**src/design/cpx_pkg.sv**
```systemverilog
// shared constants and types for the add/shift/branch execution unit
package cpx_pkg;
  // opcode bytes; odd ones of the add/and groups are byte forms
  localparam logic [7:0] OP_ADD_RR = 8'h30;
  localparam logic [7:0] OP_ADD_RM = 8'h32;
  localparam logic [7:0] OP_ADD_IR = 8'h34;
  localparam logic [7:0] OP_ADD_MR = 8'h36;
  localparam logic [7:0] OP_AND_RR = 8'h40;
  localparam logic [7:0] OP_AND_RM = 8'h42;
  localparam logic [7:0] OP_AND_IR = 8'h44;
  localparam logic [7:0] OP_AND_IM = 8'h46;
  localparam logic [7:0] OP_ADQ_R = 8'h82;
  localparam logic [7:0] OP_ADQ_M = 8'h84;
  localparam logic [7:0] OP_ASR_I = 8'hb4;
  localparam logic [7:0] OP_ASRL_I = 8'hb5;
  localparam logic [7:0] OP_ASR_R = 8'hb6;
  localparam logic [7:0] OP_ASRL_R = 8'hb7;
  localparam logic [3:0] OP_BR_HI = 4'hc;
  localparam logic [6:0] SIZE_MASK = 7'h7f;
  // instruction word fields
  localparam int OPC_MSB = 15;
  localparam int OPC_LSB = 8;
  localparam int SRC_MSB = 7;
  localparam int SRC_LSB = 4;
  localparam int DST_MSB = 3;
  localparam int DST_LSB = 0;
  localparam logic [3:0] HIGH_WORD_IDX = 4'hf;
  localparam logic [16:0] BR_PC_BIAS = 17'h00004;
  localparam logic [16:0] NEXT_BIAS = 17'h00002;
  localparam logic [7:0] UPPER_ZERO = 8'h00;
  // apb map
  localparam logic [7:0] ADDR_CTRL = 8'h00;
  localparam logic [7:0] ADDR_FLAGS = 8'h04;
  localparam logic [7:0] ADDR_STATE = 8'h08;
  localparam logic [7:0] ADDR_REG0 = 8'h40;
  localparam logic [7:0] ADDR_REGN = 8'h7c;
  localparam logic CTRL_RESET = 1'b1;
  typedef struct packed {
    logic v;
    logic c;
    logic n;
    logic z;
  } cpx_flags_type;
  typedef struct packed {
    logic [15:0] value;
    cpx_flags_type fl;
  } cpx_alu_type;
  typedef enum logic [1:0] {
    ST_IDLE,
    ST_IMM,
    ST_RD,
    ST_WR
  } cpx_state_type;
  typedef struct packed {
    logic req;
    logic wr;
    logic byte_sz;
    logic [15:0] addr;
    logic [15:0] wdata;
  } cpx_mem_type;
endpackage : cpx_pkg

```
**src/design/cpx_exec_unit.sv**
```systemverilog
// execution unit for quick add, add, and, arithmetic shift and branch
module cpx_exec_unit
  import cpx_pkg::*;
(
  // clock and reset
  input wire logic MCLK_I,
  input wire logic RST_N_I,
  // apb slave
  input wire logic PSEL_I,
  input wire logic PENABLE_I,
  input wire logic PWRITE_I,
  input wire logic [7:0] PADDR_I,
  input wire logic [31:0] PWDATA_I,
  output logic [31:0] PRDATA_O,
  output logic PREADY_O,
  output logic PSLVERR_O,
  // instruction issue from the fetch pipeline
  input wire logic ISSUE_VALID_I,
  input wire logic [15:0] ISSUE_WORD_I,
  input wire logic [15:0] ISSUE_EXT1_I,
  input wire logic [15:0] ISSUE_EXT2_I,
  input wire logic [16:0] ISSUE_OPA_I,
  output logic ISSUE_READY_O,
  output logic DONE_O,
  output logic PC_LOAD_O,
  output logic [15:0] PC_VALUE_O,
  output logic BRANCH_TAKEN_O,
  // memory bus
  output logic MEM_REQ_O,
  output logic MEM_WR_O,
  output logic MEM_BYTE_O,
  output logic [15:0] MEM_ADDR_O,
  output logic [15:0] MEM_WDATA_O,
  input wire logic MEM_ACK_I,
  input wire logic [15:0] MEM_RDATA_I
);

  typedef struct packed {
    cpx_state_type st;
    logic [15:0][15:0] regs;
    cpx_flags_type fl;
    logic en;
    logic [7:0] op;
    logic [3:0] rd;
    logic [15:0] src;
    cpx_mem_type mem;
    logic ready;
    logic done;
    logic pc_load;
    logic [15:0] pc_val;
    logic taken;
    logic pready;
    logic pslverr;
    logic [31:0] prdata;
  } cpx_core_type;

  cpx_core_type s_r;
  cpx_core_type s_nxt;
  logic rst_meta_r;
  logic rst_sync_n_r;

  ////////////////////////////////////////////////////////////////////
  // reset release
  always_ff @(posedge MCLK_I or negedge RST_N_I) begin
    if (!RST_N_I) begin
      rst_meta_r <= 1'b0;
      rst_sync_n_r <= 1'b0;
    end else begin
      rst_meta_r <= 1'b1;
      rst_sync_n_r <= rst_meta_r;
    end
  end

  ////////////////////////////////////////////////////////////////////
  // arithmetic helpers
  function automatic cpx_alu_type add_f(input logic [15:0] a,
                                        input logic [15:0] b,
                                        input logic bsz);
    cpx_alu_type r;
    logic [16:0] w;
    logic [8:0] y;
    w = {1'b0, a} + {1'b0, b};
    y = {1'b0, a[7:0]} + {1'b0, b[7:0]};
    if (bsz) begin
      r.value = {7'h00, y};
      r.fl.c = y[8];
      r.fl.v = (a[7] == b[7]) && (y[7] != a[7]);
      r.fl.n = y[7];
      r.fl.z = (y[7:0] == 8'h00);
    end else begin
      r.value = w[15:0];
      r.fl.c = w[16];
      r.fl.v = (a[15] == b[15]) && (w[15] != a[15]);
      r.fl.n = w[15];
      r.fl.z = (w[15:0] == 16'h0000);
    end
    return r;
  endfunction : add_f

  function automatic cpx_alu_type and_f(input logic [15:0] a,
                                        input logic [15:0] b,
                                        input logic bsz,
                                        input logic cin);
    cpx_alu_type r;
    r.value = bsz ? {UPPER_ZERO, a[7:0] & b[7:0]} : (a & b);
    r.fl.c = cin;
    r.fl.v = 1'b0;
    r.fl.n = bsz ? r.value[7] : r.value[15];
    r.fl.z = bsz ? (r.value[7:0] == 8'h00) : (r.value == 16'h0000);
    return r;
  endfunction : and_f

  // add or and, chosen by opcode group
  function automatic cpx_alu_type alu_f(input logic [7:0] op,
                                        input logic [15:0] a,
                                        input logic [15:0] b,
                                        input logic cin);
    logic bsz;
    bsz = op[0];
    if (op[6]) begin
      return and_f(a, b, bsz, cin);
    end
    return add_f(a, b, bsz);
  endfunction : alu_f

  // branch condition for the low opcode nibble
  function automatic logic cond_f(input logic [3:0] c, input cpx_flags_type f);
    logic nv;
    nv = f.n ^ f.v;
    unique case (c)
      4'h0: return 1'b1;
      4'h1: return !f.c;
      4'h2: return f.c;
      4'h3: return f.z;
      4'h4: return !f.z;
      4'h5: return !(f.c | f.z);
      4'h6: return f.c | f.z;
      4'h7: return !(f.z | nv);
      4'h8: return f.z | nv;
      4'h9: return !nv;
      4'ha: return nv;
      4'hb: return f.v;
      4'hc: return !f.v;
      4'hd: return !(f.n | f.z);
      4'he: return !f.n;
      4'hf: return f.n;
    endcase
  endfunction : cond_f

  ////////////////////////////////////////////////////////////////////
  // next state
  logic [7:0] i_op;
  logic [3:0] i_rs;
  logic [3:0] i_rd;
  logic [15:0] r_s;
  logic [15:0] r_d;
  logic [15:0] r_hi;
  logic [3:0] sh_n;
  logic [31:0] sh_in;
  logic [31:0] sh_out;
  logic sh_long;
  logic [16:0] pc_base;
  logic [16:0] pc_next;
  logic [15:0] br_disp;
  logic [15:0] rd_opnd;
  logic apb_wr;
  logic [3:0] apb_idx;
  cpx_alu_type res;

  always_comb begin
    s_nxt = s_r;
    i_op = ISSUE_WORD_I[OPC_MSB:OPC_LSB];
    i_rs = ISSUE_WORD_I[SRC_MSB:SRC_LSB];
    i_rd = ISSUE_WORD_I[DST_MSB:DST_LSB];
    r_s = s_r.regs[i_rs];
    r_d = s_r.regs[i_rd];
    r_hi = s_r.regs[HIGH_WORD_IDX];
    sh_long = i_op[0];
    sh_n = i_op[1] ? r_s[3:0] : i_rs;
    sh_in = sh_long ? {r_hi, r_d} : {{16{r_d[15]}}, r_d};
    sh_out = 32'($signed(sh_in) >>> sh_n);
    pc_base = ISSUE_OPA_I + BR_PC_BIAS;
    pc_next = ISSUE_OPA_I + NEXT_BIAS;
    br_disp = {{8{ISSUE_WORD_I[7]}}, ISSUE_WORD_I[7:0]};
    rd_opnd = s_r.mem.byte_sz ? {UPPER_ZERO, MEM_RDATA_I[7:0]} : MEM_RDATA_I;
    res = alu_f(s_r.op, s_r.src, s_r.regs[s_r.rd], s_r.fl.c);
    s_nxt.done = 1'b0;
    s_nxt.pc_load = 1'b0;

    // apb register access
    apb_idx = PADDR_I[5:2];
    apb_wr = PSEL_I && PENABLE_I && PWRITE_I && s_r.pready;
    s_nxt.pready = PSEL_I && !PENABLE_I;
    s_nxt.prdata = 32'h0000_0000;
    s_nxt.pslverr = 1'b0;
    if (PSEL_I && !PENABLE_I) begin
      if (PADDR_I == ADDR_CTRL) begin
        s_nxt.prdata = {31'h0000_0000, s_r.en};
      end else if (PADDR_I == ADDR_FLAGS) begin
        s_nxt.prdata = {28'h000_0000, s_r.fl};
      end else if (PADDR_I == ADDR_STATE) begin
        s_nxt.prdata = {28'h000_0000, s_r.taken, s_r.st, !s_r.ready};
      end else if (PADDR_I >= ADDR_REG0 && PADDR_I <= ADDR_REGN
                   && PADDR_I[1:0] == 2'b00) begin
        s_nxt.prdata = {16'h0000, s_r.regs[apb_idx]};
      end else begin
        s_nxt.pslverr = 1'b1;
      end
    end
    if (apb_wr) begin
      if (PADDR_I == ADDR_CTRL) begin
        s_nxt.en = PWDATA_I[0];
      end else if (PADDR_I == ADDR_FLAGS) begin
        s_nxt.fl = PWDATA_I[3:0];
      end else if (PADDR_I >= ADDR_REG0 && PADDR_I <= ADDR_REGN
                   && PADDR_I[1:0] == 2'b00) begin
        s_nxt.regs[apb_idx] = PWDATA_I[15:0];
      end
    end

    // execution; its writes land after software's and so win
    unique case (s_r.st)
      ST_IDLE: begin
        if (ISSUE_VALID_I && s_r.ready) begin
          s_nxt.op = i_op;
          s_nxt.rd = i_rd;
          s_nxt.done = 1'b1;
          s_nxt.mem.byte_sz = i_op[0];
          unique case (i_op & {1'b1, SIZE_MASK} & 8'hfe)
            OP_ADD_RR, OP_AND_RR: begin
              res = alu_f(i_op, r_s, r_d, s_r.fl.c);
              s_nxt.regs[i_rd] = res.value;
              s_nxt.fl = res.fl;
            end
            OP_ADQ_R: begin
              res = add_f({12'h000, i_rs}, r_d, i_op[0]);
              s_nxt.regs[i_rd] = res.value;
              s_nxt.fl = res.fl;
            end
            OP_ADD_IR, OP_AND_IR: begin
              s_nxt.src = ISSUE_EXT1_I;
              s_nxt.done = 1'b0;
              s_nxt.st = ST_IMM;
            end
            OP_ADD_RM, OP_AND_RM, OP_AND_IM, OP_ADQ_M: begin
              if (i_op[7]) begin
                s_nxt.src = {12'h000, i_rs};
              end else if (i_op[2]) begin
                s_nxt.src = ISSUE_EXT2_I;
              end else begin
                s_nxt.src = r_s;
              end
              s_nxt.mem.addr = ISSUE_EXT1_I + r_d;
              s_nxt.mem.req = 1'b1;
              s_nxt.mem.wr = 1'b0;
              s_nxt.done = 1'b0;
              s_nxt.st = ST_RD;
            end
            OP_ADD_MR: begin
              s_nxt.mem.addr = ISSUE_EXT1_I + r_s;
              s_nxt.mem.req = 1'b1;
              s_nxt.mem.wr = 1'b0;
              s_nxt.done = 1'b0;
              s_nxt.st = ST_RD;
            end
            OP_ASR_I, OP_ASR_R: begin
              s_nxt.mem.byte_sz = 1'b0;
              s_nxt.regs[i_rd] = sh_out[15:0];
              if (sh_long) begin
                // same register as both halves: high half wins
                s_nxt.regs[HIGH_WORD_IDX] = sh_out[31:16];
              end
              if (sh_n == 4'h0) begin
                s_nxt.fl.c = i_op[1] ? 1'b0 : s_r.fl.c;
              end else begin
                s_nxt.fl.c = sh_in[sh_n - 4'h1];
              end
              s_nxt.fl.v = 1'b0;
              s_nxt.fl.n = sh_long ? sh_out[31] : sh_out[15];
              s_nxt.fl.z = sh_long ? (sh_out == 32'h0000_0000)
                                   : (sh_out[15:0] == 16'h0000);
            end
            default: begin
              if (i_op[7:4] == OP_BR_HI) begin
                // flags untouched on either path
                s_nxt.taken = cond_f(i_op[3:0], s_r.fl);
                s_nxt.pc_load = 1'b1;
                if (s_nxt.taken) begin
                  s_nxt.pc_val = pc_base[16:1] + br_disp;
                end else begin
                  s_nxt.pc_val = pc_next[16:1];
                end
              end
            end
          endcase
        end
      end
      ST_IMM: begin
        s_nxt.regs[s_r.rd] = res.value;
        s_nxt.fl = res.fl;
        s_nxt.done = 1'b1;
        s_nxt.st = ST_IDLE;
      end
      ST_RD: begin
        if (MEM_ACK_I) begin
          s_nxt.mem.req = 1'b0;
          if (s_r.op[7:1] == OP_ADD_MR[7:1]) begin
            res = add_f(rd_opnd, s_r.regs[s_r.rd], s_r.op[0]);
            s_nxt.regs[s_r.rd] = res.value;
            s_nxt.fl = res.fl;
            s_nxt.done = 1'b1;
            s_nxt.st = ST_IDLE;
          end else begin
            res = alu_f(s_r.op, s_r.src, rd_opnd, s_r.fl.c);
            s_nxt.fl = res.fl;
            s_nxt.mem.wdata = s_r.mem.byte_sz ? {UPPER_ZERO, res.value[7:0]}
                                              : res.value;
            s_nxt.mem.req = 1'b1;
            s_nxt.mem.wr = 1'b1;
            s_nxt.st = ST_WR;
          end
        end
      end
      ST_WR: begin
        if (MEM_ACK_I) begin
          s_nxt.mem.req = 1'b0;
          s_nxt.mem.wr = 1'b0;
          s_nxt.done = 1'b1;
          s_nxt.st = ST_IDLE;
        end
      end
    endcase
    // a one-cycle gap after every accepted issue keeps done unambiguous
    s_nxt.ready = s_nxt.en && (s_nxt.st == ST_IDLE)
                  && !(ISSUE_VALID_I && s_r.ready);
  end

  ////////////////////////////////////////////////////////////////////
  // state register
  always_ff @(posedge MCLK_I or negedge rst_sync_n_r) begin
    if (!rst_sync_n_r) begin
      s_r <= '0;
      s_r.st <= ST_IDLE;
      s_r.en <= CTRL_RESET;
    end else begin
      s_r <= s_nxt;
    end
  end

  assign PRDATA_O = s_r.prdata;
  assign PREADY_O = s_r.pready;
  assign PSLVERR_O = s_r.pslverr;
  assign ISSUE_READY_O = s_r.ready;
  assign DONE_O = s_r.done;
  assign PC_LOAD_O = s_r.pc_load;
  assign PC_VALUE_O = s_r.pc_val;
  assign BRANCH_TAKEN_O = s_r.taken;
  assign MEM_REQ_O = s_r.mem.req;
  assign MEM_WR_O = s_r.mem.wr;
  assign MEM_BYTE_O = s_r.mem.byte_sz;
  assign MEM_ADDR_O = s_r.mem.addr;
  assign MEM_WDATA_O = s_r.mem.wdata;

endmodule : cpx_exec_unit

```
**config.mk**
```make
export PLATFORM = sky130hd
export DESIGN_NAME = cpx_exec_unit
export DESIGN_NICKNAME = d
export VERILOG_FILES = /design/src/design/cpx_pkg.sv /design/src/design/cpx_exec_unit.sv
export SDC_FILE = /design/constraint.sdc
export NUM_CORES = 2
export LEC_CHECK = 0
export ABC_AREA = 1
export ABC_CLOCK_PERIOD_IN_PS = 11600
export BUFFER_PORTS_ARGS = -buffer_cell sky130_fd_sc_hd__buf_2
export CAP_MARGIN = 20
export CORE_MARGIN = 2
export CORE_UTILIZATION = 25
export DETAILED_ROUTE_END_ITERATION = 8
export PLACE_DENSITY = 0.36
export SETUP_SLACK_MARGIN = 0.15
export SLEW_MARGIN = 20
export SYNTH_ARGS = -nofsm -noshare
export SYNTH_HDL_FRONTEND = slang
export SYNTH_SLANG_ARGS = --single-unit
```
**constraint.sdc**
```tcl
create_clock -name MCLK_I -period 11.6 [get_ports MCLK_I]
set_input_delay 1.74 -clock MCLK_I [delete_from_list [all_inputs] [get_ports MCLK_I]]
set_output_delay 1.74 -clock MCLK_I [all_outputs]
set_load 0.02 [all_outputs]
```
# Word-level counts from Yosys, hierarchy flattened
# Cells that the tools add are included.
op_classes:
  addsub: 16
  n_lt_le_gt_ge: 10
  eq_ne: 59
  shift: 1
  mux: 119
  n_bitwise: 14
  n_reduce_logical: 75
ops:
  columns: ["operator", "count"]
  rows:
  - ["$pmux 260 s3", 2]
  - ["$bwmux 256", 6]
  - ["$mux 256", 3]
  - ["$mux 262", 2]
  - ["$mux 20", 20]
  - ["$mux 16", 20]
  - ["$mux 261", 1]
  - ["$mux 260", 1]
  - ["$bmux 16 s4", 4]
  - ["$demux 16 s4", 3]
  - ["$logic_not 16->1", 9]
  - ["$logic_not 8->1", 9]
  - ["$add 16x16->17", 4]
  - ["$pmux 16 s2", 2]
  - ["$mux 18", 3]
  - ["$add 16x16->16", 3]
  - ["$and 16x16->16", 3]
  - ["$mux 19", 2]
  - ["$add 8x8->9", 4]
  - ["$eq 4x4->1 const B", 9]
  - ["$eq 7x5->1 const B", 5]
  - ["$mux 1", 33]
  - ["$mux 33", 1]
  - ["$logic_not 32->1", 1]
  - ["54 further kinds", 144]
totals:
  regBits: 382
  inputBits: 128
  output_inout_bits: 89
  word_cells: 334

# Logic depth before layout (Yosys ltp)
logic_depth:
  word_depth: 18
  ltp_mapped: 33
  mapped_depth_nobuf: 30

# Worst setup path before layout
# OpenSTA, ideal clock, no wires.
synth_timing:
  path_type: "input -> register"
  start: "in ISSUE_WORD_I[4]"
  end: "reg s_r[297] in the netlist's numbering"
  setup_time_ns: 0.127
  t_arrival_ns: 5.431
  required_ns: 11.473
  setup_slack_ns: 6.042
  cell_stages: 26
  n_path_buf: 7
  cell_sequence: "buf_6 > buf_2 > buf_2 > buf_2 > clkbuf_1 > clkbuf_1 > a21oi_1 > o21ai_0 > nand2_1 > o221ai_1 > nand2_1 > ha_1 > a21oi_1 > nor2_1 > a211oi_1 > nand3_1 > a21oi_1 > xor2_1 > o21ai_0 > nand2_1 > o22ai_4 > buf_4 > o22ai_1 > nand2_1 > nand2_1 > nand3_1"
synth_rtl:
  columns: ["element", "line_no", "text"]
  rows:
  - ["start: declaration", "cpx_exec_unit.sv:19", "input wire logic [15:0] ISSUE_WORD_I,"]
  - ["end signal: assignment", "cpx_exec_unit.sv:346", "s_r <= s_nxt;"]
  - ["end: declaration", "cpx_exec_unit.sv:57", "cpx_core_type s_r;"]

==> flow_summary_export.csv <==
group,metric,value,unit
floorplan,die-area,198000,um^2
logic_synthesis,yosys.area.top_type_share,18.79,%
clock_network,htree_levels,2,
logic_synthesis,avgSynthCellArea,5.839,um^2
logic_synthesis,ys_seq_area_share,18.84,%
drt,avgViaCountPerCell,6.058,
logic_synthesis,yosysMostFrequentCell,"nand2_1",
logic_synthesis,synth-simple-area-share,28.43,%
worst_hold_path,holdCritStartpoint,"rst_meta_r$_DFF_PN0_",
timing,clock.fmax,128.5,MHz
logic_synthesis,synth_edf_count,0,
timing,fin_tns_setup,0,ns
logic_synthesis,synthAdderAreaFrac,3.119,%
cells_and_area,nets,8403,
logic_synthesis,yosys.area.top_type,"dfrtp_1",
logic_synthesis,synth_flop_cell,"dfrtp_1",
power,p_leak,24.00,nW
logic_synthesis,synthTopCellsByCount,"nand2_1 (1929), o21ai_0 (1242), a21oi_1 (823)",
floorplan,core_area,193000,um^2
global_routing,first_global_vias,59390,
timing,tightest_slew,1.225,ns
logic_synthesis,synthXorXnorAreaFrac,1.691,%
critical_path,cp.required,12.21,ns
drt,drtIter0Drc,9145,
power,power,0.01330,W
timing,relSlewSlack,18.12,%
global_routing,antenna_found_initial,28,
critical_path,reg2reg_slack,4.00,ns
critical_path,rr_worst_depth,20,
floorplan,rows,161,
logic_synthesis,ys_types,79,
critical_path,regToRegStartpoint,"s_r[105]$_DFFE_PN0P_",
power,vdd_drop_max,0.0001723,V
drt,drtAntennaViolNets,0,
timing,setup_viol,0,
cells_and_area,drive_above_1_share,8.946,%
floorplan,die_height,445.0,um
worst_hold_path,hp-class,"reg -> reg",
placement,place.port_buffers,183,
clock_network,cts_tree,"built",
drt,routedWlPerCell,33.75,um
logic_synthesis,synth_top_family_by_area,"compound AO/OA/AOI/OAI gates",
logic_synthesis,synth_compound_area_share,35.09,%
logic_synthesis,synthTopCellsByArea,"dfrtp_1 (19%), nand2_1 (15%), o21ai_0 (13%)",
clock_network,postCtsSetupBuffers,0,
floorplan,start_util,25.19,%
clock_network,cts_buffers,60,
cells_and_area,multi_input_area,33530,um^2
critical_path,end_kind,"flip-flop",
timing,grt_setup_unrepaired,"false",
worst_hold_path,hold_depth,0,
logic_synthesis,synth_seq_cells,366,
timing,min_period,7.783,ns
cells_and_area,seq_area,9164,um^2
clock_network,clkTransAtPathRegs,0.05,ns
drt,drc,0,
clock_network,cts.repair.resized,0,
run,drv_cap,0,
critical_path,r2r_end,"s_r[119]$_DFF_PN0_",
global_routing,grt-ovfl-total,0,
status,outcome,"finished clean",
drt,num_vias,65060,
floorplan,num_io_pins,217,
placement,gp_congestion,1.020,
global_routing,grt_max_degree,159,
timing,final_hold_viol_count,0,
global_routing,grtUsageMet3,8.840,%
timing,finalCritPeriodShare,67.10,%
global_routing,grt.busiest_layer,"met2",
logic_synthesis,synth_warnings,0,
clock_network,clock_sinks,366,
global_routing,use_met1,43.92,%
logic_synthesis,netlist_area,48620,um^2
logic_synthesis,muxShareOfSynthArea,0.04118,%
clock_network,ctsLongestPathBuffers,3,
cells_and_area,fillers,21790,
logic_synthesis,synthArstFlopShare,100.0,%
drt,drtPass1Iterations,6,
global_routing,track_usage,34.99,%
global_routing,grt_util_met2,52.42,%
global_routing,grt_pass1_wl,489900,um
drt,drt_wl_total,362500,um
placement,dp_hpwl,258600,um
clock_network,cts_hold_buf,0,
clock_network,clock_latency,0.77,ns
logic_synthesis,syn_inst,8326,
clock_network,root_buffer,"clkbuf_16",
timing,drv_slew,0,
critical_path,cp-start-kind,"input port",
cells_and_area,syn_to_final_growth,10.67,%
critical_path,arrival,8.40,ns
critical_path,worst-path-max-fanout,14,
worst_hold_path,hold_end,"rst_sync_n_r$_DFF_PN0_",
timing,holdWs,0.3471,ns
critical_path,path_class,"in -> reg",
power,power_per_cell_area,247.1,nW/um^2
floorplan,die_w,445.0,um
timing,finalClockSkew,0.05061,ns
==> through the flow <==
stage          util [%]  setup WS [ns]  instance area [um^2]  std cells
4_1_cts           27.87          4.260                 53780      10730
5_1_grt           27.87          3.701                 53790      10730
3_5_place_dp      26.81          3.485                 51730      10620
2_1_floorplan         -         0.6458                 48670       8341
6_report          27.88          3.817                 53810      10740
3_3_place_gp      26.80          3.382                 51720      10620
==> critical path, cell delays in order <==
cell and delay [ns]:
buf_2 0.52, inv_2 0.24, nand2_1 0.95, buf_4 0.45, o22ai_1 0.11, o21ai_1 0.22, nand2_1 0.10, nor2_2 0.54
inv_2 0.12, ha_1 0.25, nor2_1 0.15, nand2_1 0.06, o21ai_0 0.20, inv_1 0.12, nand3_1 0.10, nand3_1 0.18
a21oi_1 0.21, xor2_1 0.20, nand2_1 0.09, o211ai_1 0.13, o21ai_1 0.11, inv_1 0.18, nand2_1 0.65, o21ai_0 0.42
nand3_1 0.10, o21bai_1 0.16
==> layout by cell type (no fill, tap or decap), types with 136 or more instances in the layout <==
master,instances
a21oi_1,822
buf_2,181
buf_4,229
dfrtp_1,364
inv_1,744
nand2_1,1925
nand3_1,468
nand4_1,136
nor2_1,490
o211ai_1,210
o21ai_0,1240
o22ai_1,358
==> layer usage <==
layer | vias to the layer above | routed length, um
met5 | - | 127
met3 | 1039 | 39710
li1 | 28330 | -
met4 | 18 | 29120
met1 | 31220 | 141600
met2 | 4452 | 151900
==> power breakdown <==
part,switching (W),internal (W)
Combinational,0.00695,0.00212
Clock,0.000876,0.00115
Sequential,0.000496,0.00170
Total,0.00832,0.00498
==> state kept, by name, summed over array words and instances (netlist names) <==
name            flops
rst_sync_n_r        1
MEM_REQ_O           1
BRANCH_TAKEN_O      1
MEM_BYTE_O          1
PSLVERR_O           1
PC_VALUE_O         16
PREADY_O            1
MEM_WDATA_O        16
DONE_O              1
s_r               275
ISSUE_READY_O       1
r_hi               16
PC_LOAD_O           1
MEM_WR_O            1
rst_meta_r          1
MEM_ADDR_O         16
PRDATA_O           16
==> how the worst max path moves through the flow <==
stage,start,endpoint,slack (ns),cells past startpoint
after global routing,ISSUE_WORD_I[0],s_r[215]$_DFF_PN0_,3.70,25
after floorplan,rst_sync_n_r$_DFF_PN0_,BRANCH_TAKEN_O$_DFFE_PN0P_,0.65,0
after detailed placement,ISSUE_WORD_I[0],s_r[151]$_DFF_PN0_,3.48,25
after global placement,ISSUE_WORD_I[0],s_r[215]$_DFF_PN0_,3.38,25
final,ISSUE_WORD_I[0],s_r[151]$_DFF_PN0_,3.82,26
after CTS,ISSUE_WORD_I[0],s_r[119]$_DFF_PN0_,4.26,28
==> logic make-up (layout without fill, tap and decap cells) <==
group,after synthesis,in the layout
other,2,25
AND/OR/NAND/NOR,3238,3238
buffers and inverters,1472,1336
XOR/XNOR,93,93
adder cells (fa/ha/maj),117,117
AO/OA/AOI/OAI,3036,3036
flip-flops,366,366
multiplexers,2,2
==> final cells by class <==
type,instances,share of cell area (%)
Multi-Input combinational cell,6503,62.31
Sequential cell,366,17.03
Tap cell,2526,5.874
Inverter,807,5.690
Timing Repair Buffer,420,5.235
Clock buffer,89,3.421
Clock inverter,20,0.3976
Antenna cell,8,0.03721
Note: power is estimated with default switching activity, not from simulation.
